## config.mk

```make
export PLATFORM = sky130hd
export DESIGN_NAME = pcs_top
export DESIGN_NICKNAME = d
export VERILOG_FILES = /design/src/include/pcs_pkg.sv /design/src/include/pcs_stack_if.sv /design/src/logic/pcs_top.sv /design/src/logic/pcs_phase_gen.sv /design/src/logic/pcs_return_stack.sv
export SDC_FILE = /design/constraint.sdc
export NUM_CORES = 2
export LEC_CHECK = 0
export BUFFER_PORTS_ARGS = -buffer_cell sky130_fd_sc_hd__buf_2
export CAP_MARGIN = 40
export CELL_PAD_IN_SITES_DETAIL_PLACEMENT = 0
export CELL_PAD_IN_SITES_GLOBAL_PLACEMENT = 1
export CORE_MARGIN = 5
export CORE_UTILIZATION = 50
export CTS_BUF_LIST = sky130_fd_sc_hd__clkbuf_16
export CTS_CLUSTER_SIZE = 20
export DETAILED_ROUTE_END_ITERATION = 6
export PLACE_DENSITY_LB_ADDON = 0.1
export RECOVER_POWER = 100
export SYNTH_ARGS = -nofsm -noshare
export SYNTH_HDL_FRONTEND = slang
export SYNTH_SLANG_ARGS = --single-unit
```

## constraint.sdc

```tcl
create_clock -name clk_sys -period 4.6 [get_ports clk_sys]
set_input_delay 0.46 -clock clk_sys [delete_from_list [all_inputs] [get_ports clk_sys]]
set_output_delay 0.46 -clock clk_sys [all_outputs]
set_load 0.05 [all_outputs]
```

## src/include/pcs_pkg.sv

```systemverilog
// constants, types and encodings for the program sequencing block
// assumes a single 100 MHz clock, APB register access, one core
//
// Notes on behaviour
// - pc is 21 bits in three bytes
// - low byte direct; high byte via latch
// - upper bits only via upper latch
// - low byte write loads both latches in
// - low byte read copies pc into latches
// - pc bit zero fixed; fetch adds two
// - calls, jumps, branches load pc directly
// - push on call or interrupt acknowledge
// - pop on returns and enabled unlinks
// - calls and returns keep latches unchanged
// - 31 entries of 21 bits, 5-bit pointer
// - push: increment pointer, then store pc
// - pop: load pc, then decrement pointer
// - reset clears pointer; zero means empty
// - flags show full, overflow and underflow
// - three top-of-stack byte registers
// - clock divided into four phases
// - pc steps in phase one, word latched four
// - ir loads phase one, decodes two to four
// - pc change costs two cycles, flush
package pcs_pkg;

	localparam int PC_W       = 21;
	localparam int SP_W       = 5;
	localparam int STACK_LVLS = 31;
	localparam int INSN_W     = 16;
	localparam int PADDR_W    = 8;

	// =====================================================
	// register byte offsets
	localparam logic [PADDR_W-1:0] OFS_PC_LOW     = 8'h00;
	localparam logic [PADDR_W-1:0] OFS_PC_HIGH_L  = 8'h04;
	localparam logic [PADDR_W-1:0] OFS_PC_UPPER_L = 8'h08;
	localparam logic [PADDR_W-1:0] OFS_STACK_PTR  = 8'h0c;
	localparam logic [PADDR_W-1:0] OFS_TOS_LOW    = 8'h10;
	localparam logic [PADDR_W-1:0] OFS_TOS_HIGH   = 8'h14;
	localparam logic [PADDR_W-1:0] OFS_TOS_UPPER  = 8'h18;
	localparam logic [PADDR_W-1:0] OFS_CONTROL    = 8'h1c;

	// =====================================================
	// field positions
	localparam int SPR_FULL_BIT  = 5;
	localparam int SPR_UNF_BIT   = 6;
	localparam int SPR_OVF_BIT   = 7;
	localparam int CTL_EXT_BIT   = 0;
	localparam int UPPER_LATCH_W = 5;

	// =====================================================
	// reset values and steps
	localparam logic [PC_W-1:0] PC_RESET = 21'h000000;
	localparam logic [PC_W-1:0] PC_STEP  = 21'h000002;
	localparam logic [3:0]      PHASE_RESET = 4'h8;

	typedef enum logic [2:0] {
		OP_NONE    = 3'b000,
		OP_CALL    = 3'b001,
		OP_JUMP    = 3'b010,
		OP_RETURN  = 3'b011,
		OP_UNLINK  = 3'b100,
		OP_INT_ACK = 3'b101
	} pcs_core_op_t;

endpackage : pcs_pkg

```

## src/include/pcs_stack_if.sv

```systemverilog
// request and status signals between sequencer and return stack
// assumes both ends on clk_sys
`timescale 1ns/100ps
interface pcs_stack_if;
	import pcs_pkg::*;
	logic                    push;
	logic                    pop;
	logic [PC_W-1:0]         push_value;
	logic [2:0]              top_byte_wr;
	logic [7:0]              wr_data;
	logic                    ptr_wr;
	logic [SP_W-1:0]         ptr;
	logic [PC_W-1:0]         top_value;
	logic                    full;
	logic                    overflow;
	logic                    underflow;

	modport user  (output push, pop, push_value, top_byte_wr, wr_data,
		ptr_wr, input ptr, top_value, full, overflow, underflow);
	modport stack (input push, pop, push_value, top_byte_wr, wr_data,
		ptr_wr, output ptr, top_value, full, overflow, underflow);
endinterface : pcs_stack_if

```

## src/logic/pcs_top.sv

```systemverilog
// program counter, latches, fetch/execute pipeline and apb registers
// assumes program memory answers within the phase that follows
// prog_addr, and the core holds core_op through phase four
//
// Our own choices: the address map and register access over APB.
`timescale 1ns/100ps
module pcs_top (
	input  wire logic                       clk_sys,
	input  wire logic                       resetn,
	input  wire logic                       psel,
	input  wire logic                       penable,
	input  wire logic                       pwrite,
	input  wire logic [pcs_pkg::PADDR_W-1:0] paddr,
	input  wire logic [31:0]                pwdata,
	output logic      [31:0]                prdata,
	output logic                            pready,
	output logic                            pslverr,
	input  wire pcs_pkg::pcs_core_op_t      core_op,
	input  wire logic [pcs_pkg::PC_W-1:0]   core_target,
	input  wire logic [pcs_pkg::INSN_W-1:0] prog_data,
	output logic      [pcs_pkg::PC_W-1:0]   prog_addr,
	output logic      [pcs_pkg::INSN_W-1:0] instruction_register,
	output logic                            ir_valid,
	output logic                            phase_one,
	output logic                            phase_two,
	output logic                            phase_three,
	output logic                            phase_four,
	output logic                            stack_full,
	output logic                            stack_overflow,
	output logic                            stack_underflow,
	output logic                            ext_insn_enable
);
	import pcs_pkg::*;

	// =====================================================
	// state
	typedef struct packed {
		logic [PC_W-1:0]          pc;
		logic [7:0]               pc_high_latch;
		logic [UPPER_LATCH_W-1:0] pc_upper_latch;
		logic [INSN_W-1:0]        fetch_word;
		logic [INSN_W-1:0]        ir;
		logic                     ir_valid;
		logic                     flush;
		logic [PC_W-1:0]          prog_addr;
		logic                     ext_en;
		logic                     pready;
		logic [31:0]              prdata;
		logic                     pslverr;
	} pcs_seq_state_t;

	pcs_seq_state_t r_reg;
	pcs_seq_state_t r_next;
	logic [3:0]     phase;
	logic           apb_setup;
	logic           apb_done;
	logic           wr_done;
	logic           rd_done;
	logic           pcl_write;
	logic           pcl_read;
	logic           exec_op;

	pcs_stack_if stk ();

	// =====================================================
	// submodules
	pcs_phase_gen u_phase (
		.clk_sys (clk_sys),
		.resetn  (resetn),
		.phase   (phase)
	);

	pcs_return_stack #(
		.DEPTH (STACK_LVLS)
	) u_stack (
		.clk_sys (clk_sys),
		.resetn  (resetn),
		.stk     (stk)
	);

	// =====================================================
	// address decode: is_mapped for the error check, read_mux decodes on its own
	function automatic logic is_mapped(input logic [PADDR_W-1:0] a);
		case (a)
			OFS_PC_LOW, OFS_PC_HIGH_L, OFS_PC_UPPER_L, OFS_STACK_PTR,
			OFS_TOS_LOW, OFS_TOS_HIGH, OFS_TOS_UPPER, OFS_CONTROL:
				is_mapped = 1'b1;
			default: is_mapped = 1'b0;
		endcase
	endfunction : is_mapped

	function automatic logic [31:0] read_mux(input pcs_seq_state_t s,
		input logic [PADDR_W-1:0] a, input logic [PC_W-1:0] top_of_stack,
		input logic [SP_W-1:0] sp, input logic [2:0] flg);
		read_mux = '0;
		case (a)
			OFS_PC_LOW:     read_mux[7:0] = s.pc[7:0];
			OFS_PC_HIGH_L:  read_mux[7:0] = s.pc_high_latch;
			OFS_PC_UPPER_L: read_mux[UPPER_LATCH_W-1:0] = s.pc_upper_latch;
			OFS_STACK_PTR:  read_mux[7:0] = {flg, sp};
			OFS_TOS_LOW:    read_mux[7:0] = top_of_stack[7:0];
			OFS_TOS_HIGH:   read_mux[7:0] = top_of_stack[15:8];
			OFS_TOS_UPPER:  read_mux[4:0] = top_of_stack[20:16];
			OFS_CONTROL:    read_mux[CTL_EXT_BIT] = s.ext_en;
			default:        read_mux = '0;
		endcase
	endfunction : read_mux

	// =====================================================
	// bus handshake terms
	// pready rises in the access phase, so every transfer takes two
	// cycles and side effects land on the completing edge only
	assign apb_setup = psel && !penable;
	assign apb_done  = psel && penable && r_reg.pready;
	assign wr_done   = apb_done && pwrite && !r_reg.pslverr;
	assign rd_done   = apb_done && !pwrite && !r_reg.pslverr;
	assign pcl_write = wr_done && paddr == OFS_PC_LOW;
	assign pcl_read  = rd_done && paddr == OFS_PC_LOW;
	// a flushed slot executes as a no-operation
	assign exec_op   = phase[3] && r_reg.ir_valid;

	// =====================================================
	// next state
	always_comb begin
		r_next = r_reg;
		stk.push        = 1'b0;
		stk.pop         = 1'b0;
		stk.push_value  = r_reg.prog_addr;
		stk.top_byte_wr = 3'b000;
		stk.wr_data     = pwdata[7:0];
		stk.ptr_wr      = 1'b0;

		// bus answer is prepared in the setup cycle
		r_next.pready = apb_setup;
		if (apb_setup) begin
			r_next.pslverr = !is_mapped(paddr);
			r_next.prdata  = pwrite ? '0 : read_mux(r_reg, paddr,
				stk.top_value, stk.ptr,
				{stk.overflow, stk.underflow, stk.full});
		end else if (apb_done) begin
			r_next.pslverr = 1'b0;
		end

		// fetch cycle: address goes out and pc steps in phase one
		if (phase[0]) begin
			r_next.prog_addr = r_reg.pc;
			r_next.pc        = r_reg.pc + PC_STEP;
			r_next.ir        = r_reg.fetch_word;
			r_next.ir_valid  = !r_reg.flush;
			r_next.flush     = 1'b0;
		end
		if (phase[3]) begin
			r_next.fetch_word = prog_data;
		end

		// software side
		if (pcl_read) begin
			r_next.pc_high_latch  = r_reg.pc[15:8];
			r_next.pc_upper_latch = r_reg.pc[20:16];
		end
		if (wr_done) begin
			case (paddr)
				OFS_PC_HIGH_L:  r_next.pc_high_latch = pwdata[7:0];
				OFS_PC_UPPER_L: r_next.pc_upper_latch =
					pwdata[UPPER_LATCH_W-1:0];
				OFS_STACK_PTR:  stk.ptr_wr = 1'b1;
				OFS_TOS_LOW:    stk.top_byte_wr = 3'b001;
				OFS_TOS_HIGH:   stk.top_byte_wr = 3'b010;
				OFS_TOS_UPPER:  stk.top_byte_wr = 3'b100;
				OFS_CONTROL:    r_next.ext_en = pwdata[CTL_EXT_BIT];
				default:        r_next.ext_en = r_reg.ext_en;
			endcase
		end
		if (pcl_write) begin
			// latches land in the upper bits; bit zero stays clear
			r_next.pc = {r_reg.pc_upper_latch, r_reg.pc_high_latch,
				pwdata[7:1], 1'b0};
			r_next.flush = 1'b1;
		end

		// execute path: acted on at the end of phase four
		if (exec_op) begin
			case (core_op)
				OP_CALL, OP_INT_ACK: begin
					stk.push     = 1'b1;
					r_next.pc    = {core_target[PC_W-1:1], 1'b0};
					r_next.flush = 1'b1;
				end
				OP_JUMP: begin
					r_next.pc    = {core_target[PC_W-1:1], 1'b0};
					r_next.flush = 1'b1;
				end
				OP_RETURN: begin
					stk.pop      = 1'b1;
					r_next.pc    = {stk.top_value[PC_W-1:1], 1'b0};
					r_next.flush = 1'b1;
				end
				OP_UNLINK: begin
					if (r_reg.ext_en) begin
						stk.pop      = 1'b1;
						r_next.pc    = {stk.top_value[PC_W-1:1], 1'b0};
						r_next.flush = 1'b1;
					end
				end
				default: r_next.flush = r_next.flush;
			endcase
		end
	end

	always_ff @(posedge clk_sys or negedge resetn) begin
		if (!resetn) begin
			r_reg <= '0;
		end else begin
			r_reg <= r_next;
		end
	end

	// =====================================================
	// outputs
	assign prdata               = r_reg.prdata;
	assign pready               = r_reg.pready;
	assign pslverr              = r_reg.pslverr;
	assign prog_addr            = r_reg.prog_addr;
	assign instruction_register = r_reg.ir;
	assign ir_valid             = r_reg.ir_valid;
	assign phase_one            = phase[0];
	assign phase_two            = phase[1];
	assign phase_three          = phase[2];
	assign phase_four           = phase[3];
	assign stack_full           = stk.full;
	assign stack_overflow       = stk.overflow;
	assign stack_underflow      = stk.underflow;
	assign ext_insn_enable      = r_reg.ext_en;
endmodule : pcs_top

```

## src/logic/pcs_phase_gen.sv

```systemverilog
// four-phase instruction cycle generator, one-hot
// assumes clk_sys is the core input clock
`timescale 1ns/100ps
module pcs_phase_gen (
	input  wire logic       clk_sys,
	input  wire logic       resetn,
	output logic [3:0]      phase
);
	import pcs_pkg::*;

	typedef struct packed {
		logic [3:0] phase;
	} pcs_phase_state_t;

	pcs_phase_state_t r_reg;
	pcs_phase_state_t r_next;

	// reset parks in phase four so the first edge opens phase one
	always_comb begin
		r_next = r_reg;
		r_next.phase = {r_reg.phase[2:0], r_reg.phase[3]};
	end

	always_ff @(posedge clk_sys or negedge resetn) begin
		if (!resetn) begin
			r_reg <= '{phase: PHASE_RESET};
		end else begin
			r_reg <= r_next;
		end
	end

	assign phase = r_reg.phase;
endmodule : pcs_phase_gen

```

## src/logic/pcs_return_stack.sv

```systemverilog
// return address stack storage, pointer and status flags
// assumes one request at a time; push and pop never together
`timescale 1ns/100ps
module pcs_return_stack #(
	parameter int DEPTH = pcs_pkg::STACK_LVLS
) (
	input  wire logic  clk_sys,
	input  wire logic  resetn,
	pcs_stack_if.stack stk
);
	import pcs_pkg::*;

	if (DEPTH != STACK_LVLS) begin : g_bad_depth
		$error("stack depth must equal the 5-bit pointer range");
	end

	typedef struct packed {
		logic [DEPTH:1][PC_W-1:0] mem;
		logic [SP_W-1:0]          ptr;
		logic                     ovf;
		logic                     unf;
	} pcs_stack_state_t;

	pcs_stack_state_t r_reg;
	pcs_stack_state_t r_next;
	logic             full;

	assign full = (r_reg.ptr == SP_W'(DEPTH));

	always_comb begin
		r_next = r_reg;
		// software clears a flag by writing zero; a new event wins
		if (stk.ptr_wr) begin
			r_next.ptr = stk.wr_data[SP_W-1:0];
			r_next.ovf = r_reg.ovf & stk.wr_data[SPR_OVF_BIT];
			r_next.unf = r_reg.unf & stk.wr_data[SPR_UNF_BIT];
		end
		for (int b = 0; b < 3; b++) begin
			if (stk.top_byte_wr[b] && r_reg.ptr != '0) begin
				r_next.mem[r_reg.ptr][b*8 +: 8] = stk.wr_data;
			end
		end
		if (stk.push) begin
			if (full) begin
				r_next.ovf = 1'b1;
			end else begin
				r_next.ptr = r_reg.ptr + 1'b1;
				r_next.mem[r_reg.ptr + 1'b1] = stk.push_value;
			end
		end else if (stk.pop) begin
			if (r_reg.ptr == '0) begin
				r_next.unf = 1'b1;
			end else begin
				r_next.ptr = r_reg.ptr - 1'b1;
			end
		end
	end

	always_ff @(posedge clk_sys or negedge resetn) begin
		if (!resetn) begin
			r_reg <= '0;
		end else begin
			r_reg <= r_next;
		end
	end

	// pointer zero has no entry behind it and reads as zero
	assign stk.top_value = (r_reg.ptr == '0) ? '0 : r_reg.mem[r_reg.ptr];
	assign stk.ptr       = r_reg.ptr;
	assign stk.full      = full;
	assign stk.overflow  = r_reg.ovf;
	assign stk.underflow = r_reg.unf;
endmodule : pcs_return_stack

```

==> summary.txt <==
Run status
  • Outcome: finished with violations
  • Failing checks: max-capacitance violations, max-slew violations

Synth
  • Adder-cell area share of the yosys netlist: 0.00204
  • Simple-gate share of the synthesized area: 0.130
  • Syn Inst Count: 4339
  • XOR/XNOR share of the synthesized area: 0.00468
  • Multiplexer share of the synthesized area: 0.245
  • Seq/Total Area, Yosys: 0.443
  • Asr flop ratio synth: 1.00
  • Compound-gate portion of the synthesized area: 0.122
  • Post-synth cell types: 68
  • Synth Cell Area: 43000 um2
  • Number of synthesized flops with an enable pin: 0
  • Avg Cell Area, Syn: 9.92 um2
  • Top_reg_cell synth: dfrtp_1
  • Largest family of logic cells by synthesized area: multiplexers
  • Synth Register Bits: 762
  • Yosys warning count: 0

Setup path
  • Sequence of cells on the critical path: buf_4, nand4bb_1, clkbuf_1, clkbuf_1, o22ai_1, nor4_1, clkbuf_1, nand3_1, a221o_1
  • Reg2reg start: u_stack.stk.ptr[3]
  • Worst Setup Start Kind: flip-flop
  • CP Buf/Inv Count: 4
  • Worst path arrival time: 4.66 ns
  • Reg2reg path depth: 9
  • Register-to-register setup slack: 0.46 ns
  • Slowest-stage cell, CP: dfrtp_1
  • WP data required: 5.12 ns
  • Critical path peak fanout: 15
  • CP top delay family: buffers and inverters
  • Reg-to-Reg End: r_reg[117]
  • CP dominant cell by count: clkbuf_1
  • Max incr delay on CP: 0.60 ns
  • CP Capture Type: flip-flop
  • WS Path Type: reg2reg

Cells and area
  • Share of cells above drive strength 1: 0.115
  • Final Cell Area: 46800 um2
  • Largest register FFs: 651
  • Area grow syn2layout: 8.86%
  • # diodes: 0
  • Total Nets Final: 4356
  • Finished Layout Cells: 5477
  • Post-layout util: 0.549

GRT
  • Total GRT Usage: 0.323
  • GRT Residual Overflow: 0
  • Largest net degree at the start of global routing: 95
  • Initial antenna violation count: 2
  • Vias in the first global route: 31500
  • First-pass GRT wire length: 221000 um

Timing
  • Max_slew headroom: -1.00
  • Period Utilization, post-route: 0.899
  • Slew Viols, Final: 593
  • # setup viols final: 0
  • Fin crit period: 4.14 ns
  • Setup_tns: 0 ns
  • Slew @ Worst Pin: 3.00 ns
  • RSZ-0062 raised after global routing: false
  • Clk_skew: 0.0206 ns
  • Fmax: 242 MHz
  • Fin. Hold Viols: 0

Clock network
  • Worst-skew pair later-pin latency: 0.66 ns
  • Clock tree buffer depth: 3
  • Clock transition at the registers of the reported paths: 0.06 ns
  • Clock sink count: 762
  • CTS Buf Count: 87
  • Root buffer cell: clkbuf_16
  • Setup Fix Bufs, Post-CTS: 0
  • Hold-fix buffer count after cts: 1
  • CTS tree: done
  • Post-cts resize count: 0
  • Number of H-tree levels: 3

Route
  • Final WL: 151000 um
  • Drt pass-1 iters: 6
  • Final ANT Viol Nets: 0
  • Starting DRT DRC Count: 3355
  • Detailed-route vias per instance: 6.04
  • Via count: 33100
  • DRC viols: 0
  • DR WL/cell: 27.6 um

Place
  • Post-DP HPWL: 100000 um
  • Placed Area: 44700 um2
  • Placed cells: 5318
  • Gpl congestion: 0.930
  • Number of port buffers: 115

Power
  • Max IR drop VDD: 0.251 mV
  • Static Leakage: 19.9 nW
  • Power per Cell Area: 309 nW/um2

Die
  • Cell Rows: 107
  • Die Height: 303 um
  • Starting Density: 0.505
  • Io pins: 165
  • Core area: 85300 um2
  • Die area: 92000 um2
  • Die X-Extent: 303 um

Min path
  • Min-delay src: prog_data[11]
  • Hold path endpoint: r_reg[85]
  • Hold Path Depth: 2
  • HP Class: in2reg

Flow run
  • # Max-Cap Violations: 16
-- layout make-up --
class / instances / area [um2]
Multi-Input combinational cell: 3112 / 21600
Timing Repair Buffer: 286 / 1980
Clock inverter: 68 / 483
Tap cell: 1144 / 1430
Clock buffer: 90 / 2250
Fill cell: 7665 / 38400
Inverter: 15 / 56.3
Sequential cell: 762 / 19100
-- cell usage after synthesis (all sizes together) (8+ instances only) --
cell type | instances | area [um2]
a211oi | 23 | 173
a21oi | 357 | 1790
a221o | 13 | 130
a221oi | 8 | 70.1
a22oi | 24 | 180
and2 | 10 | 62.6
buf | 180 | 1140
clkbuf | 293 | 1100
dfrtp | 761 | 19000
inv | 15 | 56.3
mux2 | 65 | 732
mux2i | 965 | 9660
nand2 | 402 | 1510
nand3 | 62 | 375
nand4 | 15 | 93.8
nor2 | 459 | 2620
nor2b | 8 | 50.1
nor3 | 32 | 165
nor4 | 39 | 289
o21ai | 347 | 1740
o22ai | 147 | 920
xnor2 | 14 | 123
xor2 | 9 | 78.8
-- cells in the final DEF, fill, tap and decap left out, types with 15 or more instances in the layout --
cell	synthesis	layout
clkbuf_16	0	90
mux2i_1	965	965
conb_1	1	24
nor2_8	40	28
nand3_2	13	15
buf_12	1	19
buf_2	67	65
nor2_1	381	395
a22oi_1	24	24
nor2_2	7	17
a211oi_1	23	23
o22ai_1	147	147
o21ai_0	279	331
nand2_1	400	401
clkbuf_1	293	77
nor2_4	31	19
nand4_1	15	15
nor4_1	36	36
dfrtp_1	761	758
nor3_1	31	18
inv_1	15	33
o21ai_1	68	16
buf_4	81	107
nand3_1	49	47
mux2_2	65	63
clkinv_1	0	26
a21oi_1	357	357
-- worst register-to-register path, stage by stage (launching register included) --
cell and delay, ns:
dfrtp_1 0.60, buf_4 0.32, nand4bb_1 0.54, clkbuf_1 0.31
clkbuf_1 0.45, o22ai_1 0.27, nor4_1 0.39, clkbuf_1 0.33
nand3_1 0.38, a221o_1 0.40
-- routing by layer --
| layer | up-vias | routed length [um] | global-route usage |
|---|---|---|---|
| li1 | 15100 | - | - |
| met1 | 16300 | 68000 | 0.475 |
| met2 | 1350 | 66400 | 0.490 |
| met3 | 264 | 12000 | 0.0620 |
| met4 | 0 | 4750 | 0.0903 |
| met5 | - | 0 | 0 |
-- through the flow --
step                      power (mW)  worst slack, ns  hold slack [ns]
after floorplan                 7.31             1.37            0.164
after global placement          7.74            0.844            0.371
after detailed placement        7.75            0.816            0.368
after CTS                       14.6            0.798          0.00726
after global routing            14.9            0.326           0.0263
final                           14.5            0.463           0.0424
-- power by group --
part	switching, mW	internal [mW]	total, mW	leakage (nW)
clock	2.93	3.91	6.84	1.42
sequential	0.0580	6.72	6.78	10.6
combinational	0.662	0.198	0.860	7.91
total	3.65	10.8	14.5	19.9
-- how the worst max path moves through the flow --
stage / end / from / slack (ns) / depth (start not counted)
final: r_reg[117] / u_stack.stk.ptr[3] / 0.46 / 9
after global routing: u_stack.r_reg[189] / u_stack.stk.ptr[0] / 0.33 / 9
after CTS: r_reg[115] / u_stack.stk.ptr[0] / 0.80 / 8
after detailed placement: r_reg[115] / u_stack.stk.ptr[0] / 0.82 / 8
after global placement: r_reg[115] / u_stack.stk.ptr[0] / 0.84 / 8
after floorplan: u_stack.r_reg[544] / u_stack.stk.ptr[1] / 1.37 / 11
-- cell families after synthesis --
kind of cell / Yosys count
compound gates: 947
simple gates: 1075
other cells: 1
xor+xnor: 23
fa+ha+maj: 7
flops: 762
buf+inv: 488
mux: 1036
No activity file was read; power rests on OpenSTA's default activity.
